$ cat config.mk
export PLATFORM = sky130hd
export DESIGN_NAME = irt_transmitter
export DESIGN_NICKNAME = d
export VERILOG_FILES = /design/src/common/irt_pkg.sv /design/src/verilog/irt_transmitter.sv
export VERILOG_INCLUDE_DIRS = /design/src /design/src/common
export SDC_FILE = /design/constraint.sdc
export NUM_CORES = 1
export LEC_CHECK = 0
export ABC_AREA = 1
export BUFFER_PORTS_ARGS = -buffer_cell sky130_fd_sc_hd__buf_4
export CORE_ASPECT_RATIO = 0.9
export CORE_MARGIN = 8
export CORE_UTILIZATION = 53
export DETAILED_ROUTE_END_ITERATION = 6
export PLACE_DENSITY = 0.84
export SKIP_LAST_GASP = 1
export SLEW_MARGIN = 25
export SYNTH_ARGS = -nofsm -noshare
export SYNTH_HDL_FRONTEND = slang
export SYNTH_SLANG_ARGS = --single-unit
export TNS_END_PERCENT = 1
$ cat constraint.sdc
create_clock -name pclk -period 2.8 [get_ports pclk]
set_clock_uncertainty 0.15 [all_clocks]
set_input_delay 0.14 -clock pclk [delete_from_list [all_inputs] [get_ports pclk]]
set_output_delay 0.14 -clock pclk [all_outputs]
set_load 0.05 [all_outputs]
$ cat src/common/irt_defs.svh
/*
  Shared constants for the infrared command transmitter: timing figures,
  matrix sizes, frame layout and APB register map.
  Assumes a 125 MHz pclk and an 80 kHz nominal internal key-scan clock.
*/
`ifndef IRT_DEFS_SVH
`define IRT_DEFS_SVH

// Timing figures in nanoseconds
`define IRT_PCLK_NS       8
`define IRT_TICK_NS       12500
// Scan clock enable divider, derived from the two periods
`define IRT_TICK_DIV      (`IRT_TICK_NS / `IRT_PCLK_NS)

// Matrix and code layout
`define IRT_STROBES       8
`define IRT_KEY_INPUTS    4
`define IRT_SHIFTS        3
`define IRT_CODE_BITS     8
`define IRT_FRAME_BITS    16

// Frame timing in scan ticks (one pulse period is two ticks)
`define IRT_STROBE_TICKS  16
`define IRT_SAMPLE_POS    4'hf
`define IRT_SCAN_TICKS    (`IRT_STROBES * `IRT_STROBE_TICKS)
`define IRT_SLOT_TICKS    128
`define IRT_ZERO_TICKS    64
`define IRT_ONE_TICKS     96
`define IRT_TX_TICKS      (`IRT_FRAME_BITS * `IRT_SLOT_TICKS)
`define IRT_CYCLE_TICKS   8192
`define IRT_CYC_W         13

// APB register map
`define IRT_ADDR_W        12
`define IRT_REG_CTRL      12'h000
`define IRT_REG_STATUS    12'h004
`define IRT_REG_CODE      12'h008
`define IRT_CTRL_EN_BIT   0
`define IRT_CTRL_RESET    1'h1
`define IRT_ST_STBY_BIT   0
`define IRT_ST_TXACT_BIT  1
`define IRT_ST_SENT_BIT   2
`define IRT_ST_INVAL_BIT  3

`endif

$ cat src/common/irt_pkg.sv
/*
  Types for the infrared command transmitter.
  Assumes nothing beyond a SystemVerilog compiler.
*/
package irt_pkg;

  typedef enum logic [0:0] {
    IRT_STANDBY = 1'b0,
    IRT_RUN     = 1'b1
  } irt_state_e;

  typedef logic [7:0] irt_code_t;

endpackage : irt_pkg

$ cat src/verilog/irt_transmitter.sv
/*
  Infrared remote command transmitter: key matrix scanner, command former,
  pulse-burst modulator and APB register slave, all in one module.
  Assumes pclk at 125 MHz, key, shift and mode pins asynchronous to pclk,
  open-drain strobe and active pins resolved outside with pull-ups.
*/
// Contract
// (RULE1) Reset puts the device in standby: clock stopped, pull-ups off, strobes low.
// (RULE2) In standby any key press wakes the device and releases the strobes.
// (RULE3) Eight active-low open-drain strobes scan the matrix once per cycle.
// (RULE4) Transmission starts only after a full scan has finished.
// (RULE5) Scan and send repeat until a scan finds no key, then standby.
// (RULE6) Two or more inputs active in one strobe slot make the scan invalid.
// (RULE7) Inputs active in two different strobe slots make the scan invalid.
// (RULE8) An invalid scan sends nothing; scanning continues until valid or idle.
// (RULE9) The keyboard presents four active-low inputs, at most one active.
// (RULE10) Transmitter-active output is pulled low during a transmitting cycle.
// (RULE11) Transmit output idles low, pulses high at half clock rate.
// (RULE12) A command is the 8-bit code followed by its complement.
// (RULE13) Both bytes are sent least significant bit first.
// (RULE14) Zero is a burst of 32 pulses, one is 48, sixteen bursts total.
// (RULE15) Pulses at 40 kHz, 1.6 ms slots, then silence for the cycle.
// (RULE16) Three shift inputs extend 32 matrix codes to 0 through 255.
// (RULE17) Shift 3, 2, 1 give code bits 7, 6, 5; high input gives zero.
// (RULE18) Single-shot sends once per press, then waits for release and standby.
// (RULE19) Single-shot accepts up to five commands per second.
// (RULE20) Single-shot input low makes every code single-shot.
// (RULE21) Mode input low makes codes 128-255 single-shot; both high is continuous.
// (RULE22) In standby the single-shot and mode inputs are pulled low internally.
// (RULE23) Each slot spans 64 pulse periods; bursts lead, the rest is silent.
// (RULE24) All scan and burst timing is counted from the system clock.
`timescale 1ns/1ps
`include "irt_defs.svh"

module irt_transmitter #(
  parameter int TICK_DIV    = `IRT_TICK_DIV,
  parameter int CYCLE_TICKS = `IRT_CYCLE_TICKS
) (
  input  wire logic                      pclk,
  input  wire logic                      presetn,
  input  wire logic                      psel,
  input  wire logic                      penable,
  input  wire logic                      pwrite,
  input  wire logic [`IRT_ADDR_W-1:0]    paddr,
  input  wire logic [31:0]               pwdata,
  output logic      [31:0]               prdata,
  output logic                           pready,
  output logic                           pslverr,
  input  wire logic [`IRT_KEY_INPUTS-1:0] key_n,
  input  wire logic [`IRT_SHIFTS-1:0]    shift_n,
  input  wire logic                      single_n,
  input  wire logic                      mode_sel,
  output logic      [`IRT_STROBES-1:0]   strobe_o,
  output logic      [`IRT_STROBES-1:0]   strobe_oe_n,
  output logic                           txact_o,
  output logic                           txact_oe_n,
  output logic                           tx_out,
  output logic                           osc_run,
  output logic                           pullup_en,
  output logic                           mode_pulldown_en
);

  localparam int SCAN_TICKS = `IRT_SCAN_TICKS;
  localparam int TX_END     = `IRT_SCAN_TICKS + `IRT_TX_TICKS;

  if (TICK_DIV < 2 || TICK_DIV > 4095) begin : g_bad_div
    $error("TICK_DIV out of range");
  end
  if (CYCLE_TICKS <= TX_END || CYCLE_TICKS > (1 << `IRT_CYC_W)) begin : g_bad_cycle
    $error("CYCLE_TICKS cannot hold scan and frame");
  end

  function automatic logic [2:0] irt_popcount(input logic [3:0] v);
    irt_popcount = 3'(v[0]) + 3'(v[1]) + 3'(v[2]) + 3'(v[3]);
  endfunction : irt_popcount

  function automatic logic [1:0] irt_index(input logic [3:0] v);
    irt_index = v[3] ? 2'h3 : v[2] ? 2'h2 : v[1] ? 2'h1 : 2'h0;
  endfunction : irt_index

  // Pin synchronisers
  logic [`IRT_KEY_INPUTS-1:0] key_m_r;
  logic [`IRT_KEY_INPUTS-1:0] key_s_r;
  logic [`IRT_SHIFTS-1:0]     shift_m_r;
  logic [`IRT_SHIFTS-1:0]     shift_s_r;
  logic [1:0]                 mode_m_r;
  logic [1:0]                 mode_s_r;

  always_ff @(posedge pclk or negedge presetn) begin
    if (!presetn) begin
      key_m_r   <= 4'hf;
      key_s_r   <= 4'hf;
      shift_m_r <= 3'h7;
      shift_s_r <= 3'h7;
      mode_m_r  <= 2'h3;
      mode_s_r  <= 2'h3;
    end else begin
      key_m_r   <= key_n;
      key_s_r   <= key_m_r;
      shift_m_r <= shift_n;
      shift_s_r <= shift_m_r;
      mode_m_r  <= {single_n, mode_sel};
      mode_s_r  <= mode_m_r;
    end
  end

  irt_pkg::irt_state_e        state_r;
  logic                       ctrl_en_r;
  logic [11:0]                div_r;
  logic [`IRT_CYC_W-1:0]      cyc_r;
  logic                       found_r;
  logic                       multi_r;
  logic [2:0]                 hit_strobe_r;
  logic [1:0]                 hit_input_r;
  irt_pkg::irt_code_t         code_r;
  logic                       tx_en_r;
  logic                       sent_r;
  logic                       inval_r;
  logic                       tx_r;
  logic [`IRT_STROBES-1:0]    strobe_oe_n_r;
  logic [31:0]                prdata_r;

  logic                       run_w;
  logic                       key_any_w;
  logic                       tick_w;
  logic                       cyc_last_w;
  logic                       sample_w;
  logic                       scan_end_w;
  logic [3:0]                 act_w;
  logic [2:0]                 cnt_w;
  logic                       found_w;
  logic                       multi_w;
  logic [2:0]                 hit_strobe_w;
  logic [1:0]                 hit_input_w;
  irt_pkg::irt_code_t         code_w;
  logic                       single_w;

  assign run_w      = (state_r == irt_pkg::IRT_RUN);
  assign key_any_w  = ~&key_s_r;
  assign tick_w     = run_w && (div_r == 12'(TICK_DIV - 1)); // [RULE24]
  assign cyc_last_w = (cyc_r == `IRT_CYC_W'(CYCLE_TICKS - 1));
  assign sample_w   = tick_w && (cyc_r < `IRT_CYC_W'(SCAN_TICKS))
                      && (cyc_r[3:0] == `IRT_SAMPLE_POS);
  assign scan_end_w = sample_w && (cyc_r == `IRT_CYC_W'(SCAN_TICKS - 1)); // [RULE4]
  assign act_w      = ~key_s_r; // [RULE9]
  assign cnt_w      = irt_popcount(act_w);

  // Scan verdict including the final strobe slot
  always_comb begin
    found_w      = found_r;
    multi_w      = multi_r;
    hit_strobe_w = hit_strobe_r;
    hit_input_w  = hit_input_r;
    if (cnt_w > 3'h1) begin
      multi_w = 1'b1; // [RULE6]
    end else if (cnt_w == 3'h1) begin
      if (found_r) begin
        multi_w = 1'b1; // [RULE7]
      end
      found_w      = 1'b1;
      hit_strobe_w = cyc_r[6:4];
      hit_input_w  = irt_index(act_w);
    end
  end

  assign code_w   = {~shift_s_r, hit_strobe_w, hit_input_w}; // [RULE16] [RULE17]
  assign single_w = !mode_s_r[1] || (!mode_s_r[0] && code_w[7]); // [RULE20] [RULE21]

  // Run/standby sequencing
  always_ff @(posedge pclk or negedge presetn) begin
    if (!presetn) begin
      state_r <= irt_pkg::IRT_STANDBY; // [RULE1]
    end else if (!ctrl_en_r) begin
      state_r <= irt_pkg::IRT_STANDBY;
    end else if (!run_w && key_any_w) begin
      state_r <= irt_pkg::IRT_RUN; // [RULE2]
    end else if (scan_end_w && !found_w && !multi_w) begin
      state_r <= irt_pkg::IRT_STANDBY; // [RULE5] [RULE18]
    end
  end

  // Scan-clock divider and cycle position, held at zero in standby
  always_ff @(posedge pclk or negedge presetn) begin
    if (!presetn) begin
      div_r <= 12'h000;
      cyc_r <= '0;
    end else if (!run_w) begin
      div_r <= 12'h000;
      cyc_r <= '0;
    end else if (tick_w) begin
      div_r <= 12'h000;
      cyc_r <= cyc_last_w ? '0 : cyc_r + 1'b1; // [RULE5]
    end else begin
      div_r <= div_r + 1'b1;
    end
  end

  // Key detection across the scan
  always_ff @(posedge pclk or negedge presetn) begin
    if (!presetn) begin
      found_r      <= 1'b0;
      multi_r      <= 1'b0;
      hit_strobe_r <= 3'h0;
      hit_input_r  <= 2'h0;
    end else if (!run_w || scan_end_w) begin
      found_r <= 1'b0;
      multi_r <= 1'b0;
    end else if (sample_w) begin
      found_r      <= found_w;
      multi_r      <= multi_w;
      hit_strobe_r <= hit_strobe_w;
      hit_input_r  <= hit_input_w;
    end
  end

  // Command decision at the end of each scan
  always_ff @(posedge pclk or negedge presetn) begin
    if (!presetn) begin
      code_r  <= 8'h00;
      tx_en_r <= 1'b0;
      sent_r  <= 1'b0;
      inval_r <= 1'b0;
    end else if (!run_w) begin
      tx_en_r <= 1'b0;
      sent_r  <= 1'b0;
    end else if (scan_end_w) begin
      inval_r <= multi_w;
      if (found_w && !multi_w) begin
        code_r  <= code_w;
        tx_en_r <= !(single_w && sent_r); // [RULE18] [RULE19]
        sent_r  <= single_w;
      end else begin
        tx_en_r <= 1'b0; // [RULE8]
      end
    end else if (tick_w && cyc_last_w) begin
      tx_en_r <= 1'b0;
    end
  end

  // Burst modulator
  logic [`IRT_CYC_W-1:0] tx_pos_w;
  logic [3:0]            bit_idx_w;
  logic [6:0]            slot_pos_w;
  logic                  bit_val_w;
  logic                  in_tx_w;

  assign in_tx_w    = (cyc_r >= `IRT_CYC_W'(SCAN_TICKS)) && (cyc_r < `IRT_CYC_W'(TX_END));
  assign tx_pos_w   = cyc_r - `IRT_CYC_W'(SCAN_TICKS);
  assign bit_idx_w  = tx_pos_w[10:7]; // [RULE23]
  assign slot_pos_w = tx_pos_w[6:0];
  assign bit_val_w  = bit_idx_w[3] ? ~code_r[bit_idx_w[2:0]]
                                   : code_r[bit_idx_w[2:0]]; // [RULE12] [RULE13]

  always_ff @(posedge pclk or negedge presetn) begin
    if (!presetn) begin
      tx_r <= 1'b0;
    end else begin
      tx_r <= run_w && tx_en_r && in_tx_w && !slot_pos_w[0] // [RULE11] [RULE15]
              && (slot_pos_w < (bit_val_w ? 7'(`IRT_ONE_TICKS)
                                          : 7'(`IRT_ZERO_TICKS))); // [RULE14]
    end
  end

  // Strobe drive: all low in standby, one per slot during the scan
  always_ff @(posedge pclk or negedge presetn) begin
    if (!presetn) begin
      strobe_oe_n_r <= 8'h00; // [RULE1]
    end else if (!run_w) begin
      strobe_oe_n_r <= 8'h00;
    end else if (cyc_r < `IRT_CYC_W'(SCAN_TICKS)) begin
      strobe_oe_n_r <= ~(8'h01 << cyc_r[6:4]); // [RULE3]
    end else begin
      strobe_oe_n_r <= 8'hff;
    end
  end

  assign strobe_o         = 8'h00;
  assign strobe_oe_n      = strobe_oe_n_r;
  assign tx_out           = tx_r;
  assign txact_o          = 1'b0;
  assign txact_oe_n       = !tx_en_r; // [RULE10]
  assign osc_run          = run_w;
  assign pullup_en        = run_w;
  assign mode_pulldown_en = !run_w; // [RULE22]

  // APB slave, zero wait states
  logic mapped_w;
  assign mapped_w = (paddr == `IRT_REG_CTRL) || (paddr == `IRT_REG_STATUS)
                    || (paddr == `IRT_REG_CODE);

  always_ff @(posedge pclk or negedge presetn) begin
    if (!presetn) begin
      ctrl_en_r <= `IRT_CTRL_RESET;
    end else if (psel && penable && pwrite && paddr == `IRT_REG_CTRL) begin
      ctrl_en_r <= pwdata[`IRT_CTRL_EN_BIT];
    end
  end

  always_ff @(posedge pclk or negedge presetn) begin
    if (!presetn) begin
      prdata_r <= 32'h0000_0000;
    end else if (psel && !penable) begin
      prdata_r <= 32'h0000_0000;
      if (paddr == `IRT_REG_CTRL) begin
        prdata_r[`IRT_CTRL_EN_BIT] <= ctrl_en_r;
      end else if (paddr == `IRT_REG_STATUS) begin
        prdata_r[`IRT_ST_STBY_BIT]  <= !run_w;
        prdata_r[`IRT_ST_TXACT_BIT] <= tx_en_r;
        prdata_r[`IRT_ST_SENT_BIT]  <= sent_r;
        prdata_r[`IRT_ST_INVAL_BIT] <= inval_r;
      end else if (paddr == `IRT_REG_CODE) begin
        prdata_r[7:0] <= code_r;
      end
    end
  end

  assign prdata  = prdata_r;
  assign pready  = 1'b1;
  assign pslverr = psel && penable && !mapped_w;

  // Checks
  standby_strobes_a: assert property (@(posedge pclk) disable iff (!presetn) // [RULE1]
    !run_w && $past(!run_w) |-> strobe_oe_n == 8'h00)
    else $error("strobes not all driven in standby");

  key_wake_a: assert property (@(posedge pclk) disable iff (!presetn) // [RULE2]
    !run_w && key_any_w && ctrl_en_r |=> run_w ##1 strobe_oe_n != 8'h00)
    else $error("key press did not wake the device");

  one_strobe_a: assert property (@(posedge pclk) disable iff (!presetn) // [RULE3]
    run_w && $past(run_w) |-> $countones(~strobe_oe_n) <= 1)
    else $error("more than one strobe active");

  tx_window_a: assert property (@(posedge pclk) disable iff (!presetn) // [RULE15]
    tx_out |-> $past(cyc_r) >= `IRT_CYC_W'(SCAN_TICKS)
               && $past(cyc_r) < `IRT_CYC_W'(TX_END))
    else $error("pulse outside the burst window");

  tx_active_a: assert property (@(posedge pclk) disable iff (!presetn) // [RULE10]
    tx_out |-> !txact_oe_n && !$past(txact_oe_n))
    else $error("pulse without active output");

  invalid_quiet_a: assert property (@(posedge pclk) disable iff (!presetn) // [RULE8]
    scan_end_w && multi_w |=> !tx_en_r)
    else $error("code sent after invalid scan");

  single_once_a: assert property (@(posedge pclk) disable iff (!presetn) // [RULE18]
    scan_end_w && sent_r && single_w && run_w |=> !tx_en_r)
    else $error("single-shot code repeated");

  code_form_a: assert property (@(posedge pclk) disable iff (!presetn) // [RULE17]
    scan_end_w && found_w && !multi_w |=> code_r[7:5] == ~$past(shift_s_r))
    else $error("shift bits wrong in code");

  idle_standby_a: assert property (@(posedge pclk) disable iff (!presetn) // [RULE5]
    $fell(run_w) |-> $past(!ctrl_en_r || (scan_end_w && !found_w && !multi_w)))
    else $error("standby entered without an empty scan");

  apb_error_a: assert property (@(posedge pclk) disable iff (!presetn)
    psel && penable && !mapped_w |-> pslverr && pready)
    else $error("unmapped access not flagged");

endmodule : irt_transmitter

# Word level (Yosys, flattened, before mapping)
# Cells that the tools add are included.
# word_totals
register_bits	80
output_inout_bits	56
input_bits	58
word_cells	136
# classes
eq_ne	12
mux	42
n_addsub	6
shift	1
n_reduce_logical	43
n_bitwise	5
order_cmp	6
# ops
operator	n
two-way mux 13 bit	3
two-way mux 12 bit	2
two-way mux 8 bit	3
two-way mux 1 bit	23
logical AND 1 bit	21
adder 13 x 1 -> 13 bit, second input constant	1
equality test 13 bit, second input constant	1
equality test 13 x 7 -> 1 bit, second input constant	1
greater-or-equal comparator 13 x 8 -> 1 bit, second input constant	1
less-than comparator 13 x 12 -> 1 bit, second input constant	1
less-than comparator 13 x 8 -> 1 bit, second input constant	1
adder 12 x 1 -> 12 bit, second input constant	1
equality test 12 x 11 -> 1 bit, second input constant	1
equality test 12 x 3 -> 1 bit, second input constant	1
equality test 12 x 4 -> 1 bit, second input constant	1
zero test 12 bit	1
zero test 1 bit	11
subtractor 11 x 8 -> 11 bit, second input constant	1
two-way mux 2 bit	4
two-way mux 4 bit	2
NOT 8 bit	1
<< shifter 1 x 3 -> 8 bit, first input constant	1
less-than comparator 7 bit	1
two-way mux 7 bit	1
20 further kinds	30

# Longest topological paths before layout
# depth
word_depth	13
depth_mapped	13
depth_no_buf	13

# Least setup slack after synthesis
# Ideal clock, no wire load.
# synth_path
kind	register to register
start	register key_s_r[1]
end	register code_r[0]
t_arrival_ns	2.300
setup_time_ns	0.117
required_ns	2.533
slack_ns	0.233
stages_incl_launch_ff	14
period_less_slack_ns	2.567
path_buffers	0
cell_sequence	dfstp_2 fa_1 inv_1 ha_1 inv_1 ha_1 inv_1 nand3_1 nand2_1 nand3_1 nor2_8 nand3_4 nand2_1 nand2_1
# synth_via
elab_chain_len	10
word_cells_on_any_way	18
classes_between	add/sub: 3; order compare: 1; eq/ne: 1; mux: 9; bitwise: 1; reduce/logical: 3
# synth_rtl
element	line	source
from (decl)	irt_transmitter.sv:83	logic [`IRT_KEY_INPUTS-1:0] key_s_r;
from (signal assigned)	irt_transmitter.sv:99	key_s_r <= key_m_r;
NOT 4 bit (*)	irt_transmitter.sv:145	assign act_w = ~key_s_r;
parallel branches: the longest is 9 deep, another holds adder 2 x 1 -> 3 bit	-	
to (signal assigned)	irt_transmitter.sv:229	code_r <= code_w;
to (decl)	irt_transmitter.sv:115	irt_pkg::irt_code_t code_r;
# Every way passes the cells marked *.
# A chain may end at the register's enable or synchronous reset.

# Worst setup path after layout
# layout_path
start	register key_s_r[1]
end	register code_r[7]
# layout_via
elab_chain_len	10
word_cells_on_any_way	13
classes_between	add/sub: 3; order compare: 1; eq/ne: 1; mux: 4; bitwise: 1; reduce/logical: 3
# layout_rtl
element	line	source
NOT 4 bit (*)	irt_transmitter.sv:145	
adder 1 x 1 -> 2 bit (*)	irt_transmitter.sv:74	irt_popcount = 3'(v[0]) + 3'(v[1]) + 3'(v[2]) + 3'(v[3]);
adder 2 x 1 -> 3 bit (*)	irt_transmitter.sv:74	
adder 3 x 1 -> 3 bit (*)	irt_transmitter.sv:74	
parallel branches: the longest is 4 deep, another holds > comparator 3 x 1 -> 1 bit	-	
logical AND 1 bit (*)	irt_transmitter.sv:228	if (found_w && !multi_w) begin
AND reduction 3 bit (no line) (*)	-	
# Marked as above.

==> metrics.csv <==
metric,value,unit
status,"complete, no violations",
core,8070,µm²
critPathKind,flip-flop to flip-flop,
ys_warn_count,0,
synthCells,525,
cp_num_cells,13,
synth-compound-area-share,0.0790,
clk_latency,0.37,ns
vdd_ir_drop_max,337,µV
synth_top_family_by_area,simple AND/OR/NAND/NOR gates,
path_cells,fa_1 > inv_1 > ha_2 > inv_1 > ha_4 > inv_2 > nand3_4 > nand2_4 > nand3_4 > buf_12 > nor2_4 > nand4_1 > nand2_1,
setup_viol,0,
antenna_left,0,
grt_max_degree,81,
vias,3708,
grtUsageTotal,0.173,
slowest_stage,dfstp_2,
p_leak,2.48,nW
synth_simple_gate_area_frac,0.278,
p_total,0.00257,W
pin_count,114,
hold_class,input port to flip-flop,
antenna_found_initial,0,
cts_sinks,80,
synth.avg_cell_area,8.39,µm²
crit_buf_inv,4,
required,2.95,ns
cts_buffers,9,
path_max_fanout,4,
first_pass_iters,6,
path_delay_family,adder cells,
grt_pass1_wl,16100,µm
synthMuxAreaShare,0,
critPathCaptureType,flip-flop,
route.detailed.wl_per_inst,14.3,µm
ys.flop_type,dfrtp_1,
hold_viol,0,
finalNetCount,665,
cts_tree,built,
slew_headroom,0.534,
period_needed,2.68,ns
n_antenna_cell,0,
gr-usage-met1,0.205,
finalNonFillerCells,698,
grt_pass1_vias,3493,
drc,0,
synth-adder-area-share,0.0386,
yosysUniqueCellTypes,38,
cts_max_path_buffers,2,
synth-xor-area-share,0.0139,
r2r_slack,0.12,ns
synthArstFlopShare,1.00,
ys_ff_latch,80,
gr-total-overflow,0,
r2r_cells,13,
worst_pin_slew,0.699,ns
slowest_delay,0.57,ns
areaGrowthSynthToFinish,16.7,%
die_y,102,µm
cts_root_buf,clkbuf_8,
rows,31,
met3_usage,0.0591,
final_cell_mix,"nand2_1 (118), dfrtp_1 (61), buf_4 (52)",
fin_crit_sh,0.959,
gp_congestion,0.912,
die-area,11500,µm²
synth.yosys.seq_area_share,0.460,
rsz0062_at_grt,no,
startpoint_type,flip-flop,
vias_per_cell,5.31,
fin_util,0.637,
die-width,112,µm
finalSetupTns,0,ns
ctsHtreeMaxLevel,3,
crit_arrival,2.84,ns
layout_commonest_cell,nand2_1,
place_hpwl,7030,µm
p_per_area,499,nW/µm²
drt_iter0_drc,274,
hold_ws,0.0194,ns
drv_slew,0,
synth_edf_count,0,
initial_core_util,0.546,
synth_area,4410,µm²
top_usage_layer,met2,
holdPathStages,5,
drive_above_1_share,0.224,
fmaxAchievable,373,MHz
maxCapViolCount,0,
clkTransAtPathRegs,0.08,ns
wirelength,9960,µm
placement.io_buffers,48,
dp_cells,663,
grt_use_met2,0.290,
logic make-up after synthesis:
| kind of cell | Yosys count |
|---|---|
| fa+ha+maj | 13 |
| flops | 80 |
| compound gates | 63 |
| buf+inv | 105 |
| simple gates | 255 |
| other cells | 2 |
| xor+xnor | 7 |
stage by stage:
| stage | setup WS, ns | instance area (µm²) |
|---|---|---|
| after global routing | 0.0222 | 5140 |
| after floorplan | 0.233 | 4530 |
| after CTS | 0.00358 | 5040 |
| final | 0.116 | 5140 |
| after global placement | 0.0779 | 4700 |
| after detailed placement | -0.0131 | 4700 |
repair_timing:
item / 4_1_cts / 5_1_grt
buffers inserted: 1 / 2
hold buffers: 14 / 0
pin swaps: 1 / 6
gates resized for setup: 1 / 12
endpoints found under the hold margin: 75 / 0
endpoints found under the setup margin: 9 / 10
cloned: 0 / 2
where the power goes:
part           internal, W  total, W  switching [W]
Sequential         0.00123   0.00130      0.0000719
Combinational     0.000147  0.000460       0.000312
Clock             0.000339  0.000809       0.000470
Total              0.00171   0.00257       0.000854
Yosys cell counts (3+ instances only):
master / instances / area, µm²
buf_4: 37 / 278
a31oi_1: 5 / 31.3
ha_1: 12 / 150
nor3_1: 11 / 55.1
nand3_4: 4 / 70.1
nand2_2: 6 / 37.5
nor2_1: 36 / 135
o21ai_1: 11 / 55.1
o21a_1: 4 / 30.0
nor4_1: 3 / 18.8
buf_2: 3 / 15.0
nor2_2: 9 / 56.3
nand4_1: 17 / 106
xor2_1: 5 / 43.8
o22ai_1: 9 / 56.3
dfrtp_1: 61 / 1530
inv_1: 50 / 188
nand3_1: 42 / 210
dfstp_2: 19 / 499
nand2_1: 120 / 450
inv_2: 7 / 26.3
a21oi_1: 16 / 80.1
o21ai_0: 16 / 80.1
final cells by class:
type                            instances  area, µm²
Fill cell                             647       2930
Clock buffer                            9        124
Timing Repair Buffer                   69        573
Multi-Input combinational cell        374       2000
Sequential cell                        80       2030
Tap cell                               99        124
Clock inverter                          7       61.3
Inverter                               60        229
state kept, by name (all words and copies together), names as in the netlist, 2 cells and up:
register,flops
cyc_r,13
div_r,12
code_r,8
prdata,8
strobe_oe_n,8
key_m_r,4
key_s_r,4
hit_strobe_r,3
shift_m_r,3
shift_s_r,3
hit_input_r,2
mode_m_r,2
mode_s_r,2
tightest hold or removal path: stages:
cell,delay [ns]
buf_4,0.12
inv_1,0.06
nor2_2,0.07
nand2_1,0.06
o21ai_1,0.06
per-layer routing:
layer | up-vias | wire length (µm)
met5 | - | 0
met4 | 0 | 136
met3 | 16 | 762
met2 | 160 | 4990
met1 | 1750 | 4070
li1 | 1782 | -
worst paths after layout:
path                               to        from
max                         code_r[7]  key_s_r[1]
min                         prdata[4]        psel
max reg2reg                 code_r[7]  key_s_r[1]
min reg2reg                key_s_r[1]  key_m_r[1]
max in group asynchronous   code_r[4]     presetn
min in group asynchronous    div_r[3]     presetn
(Power assumes the default switching activity.)
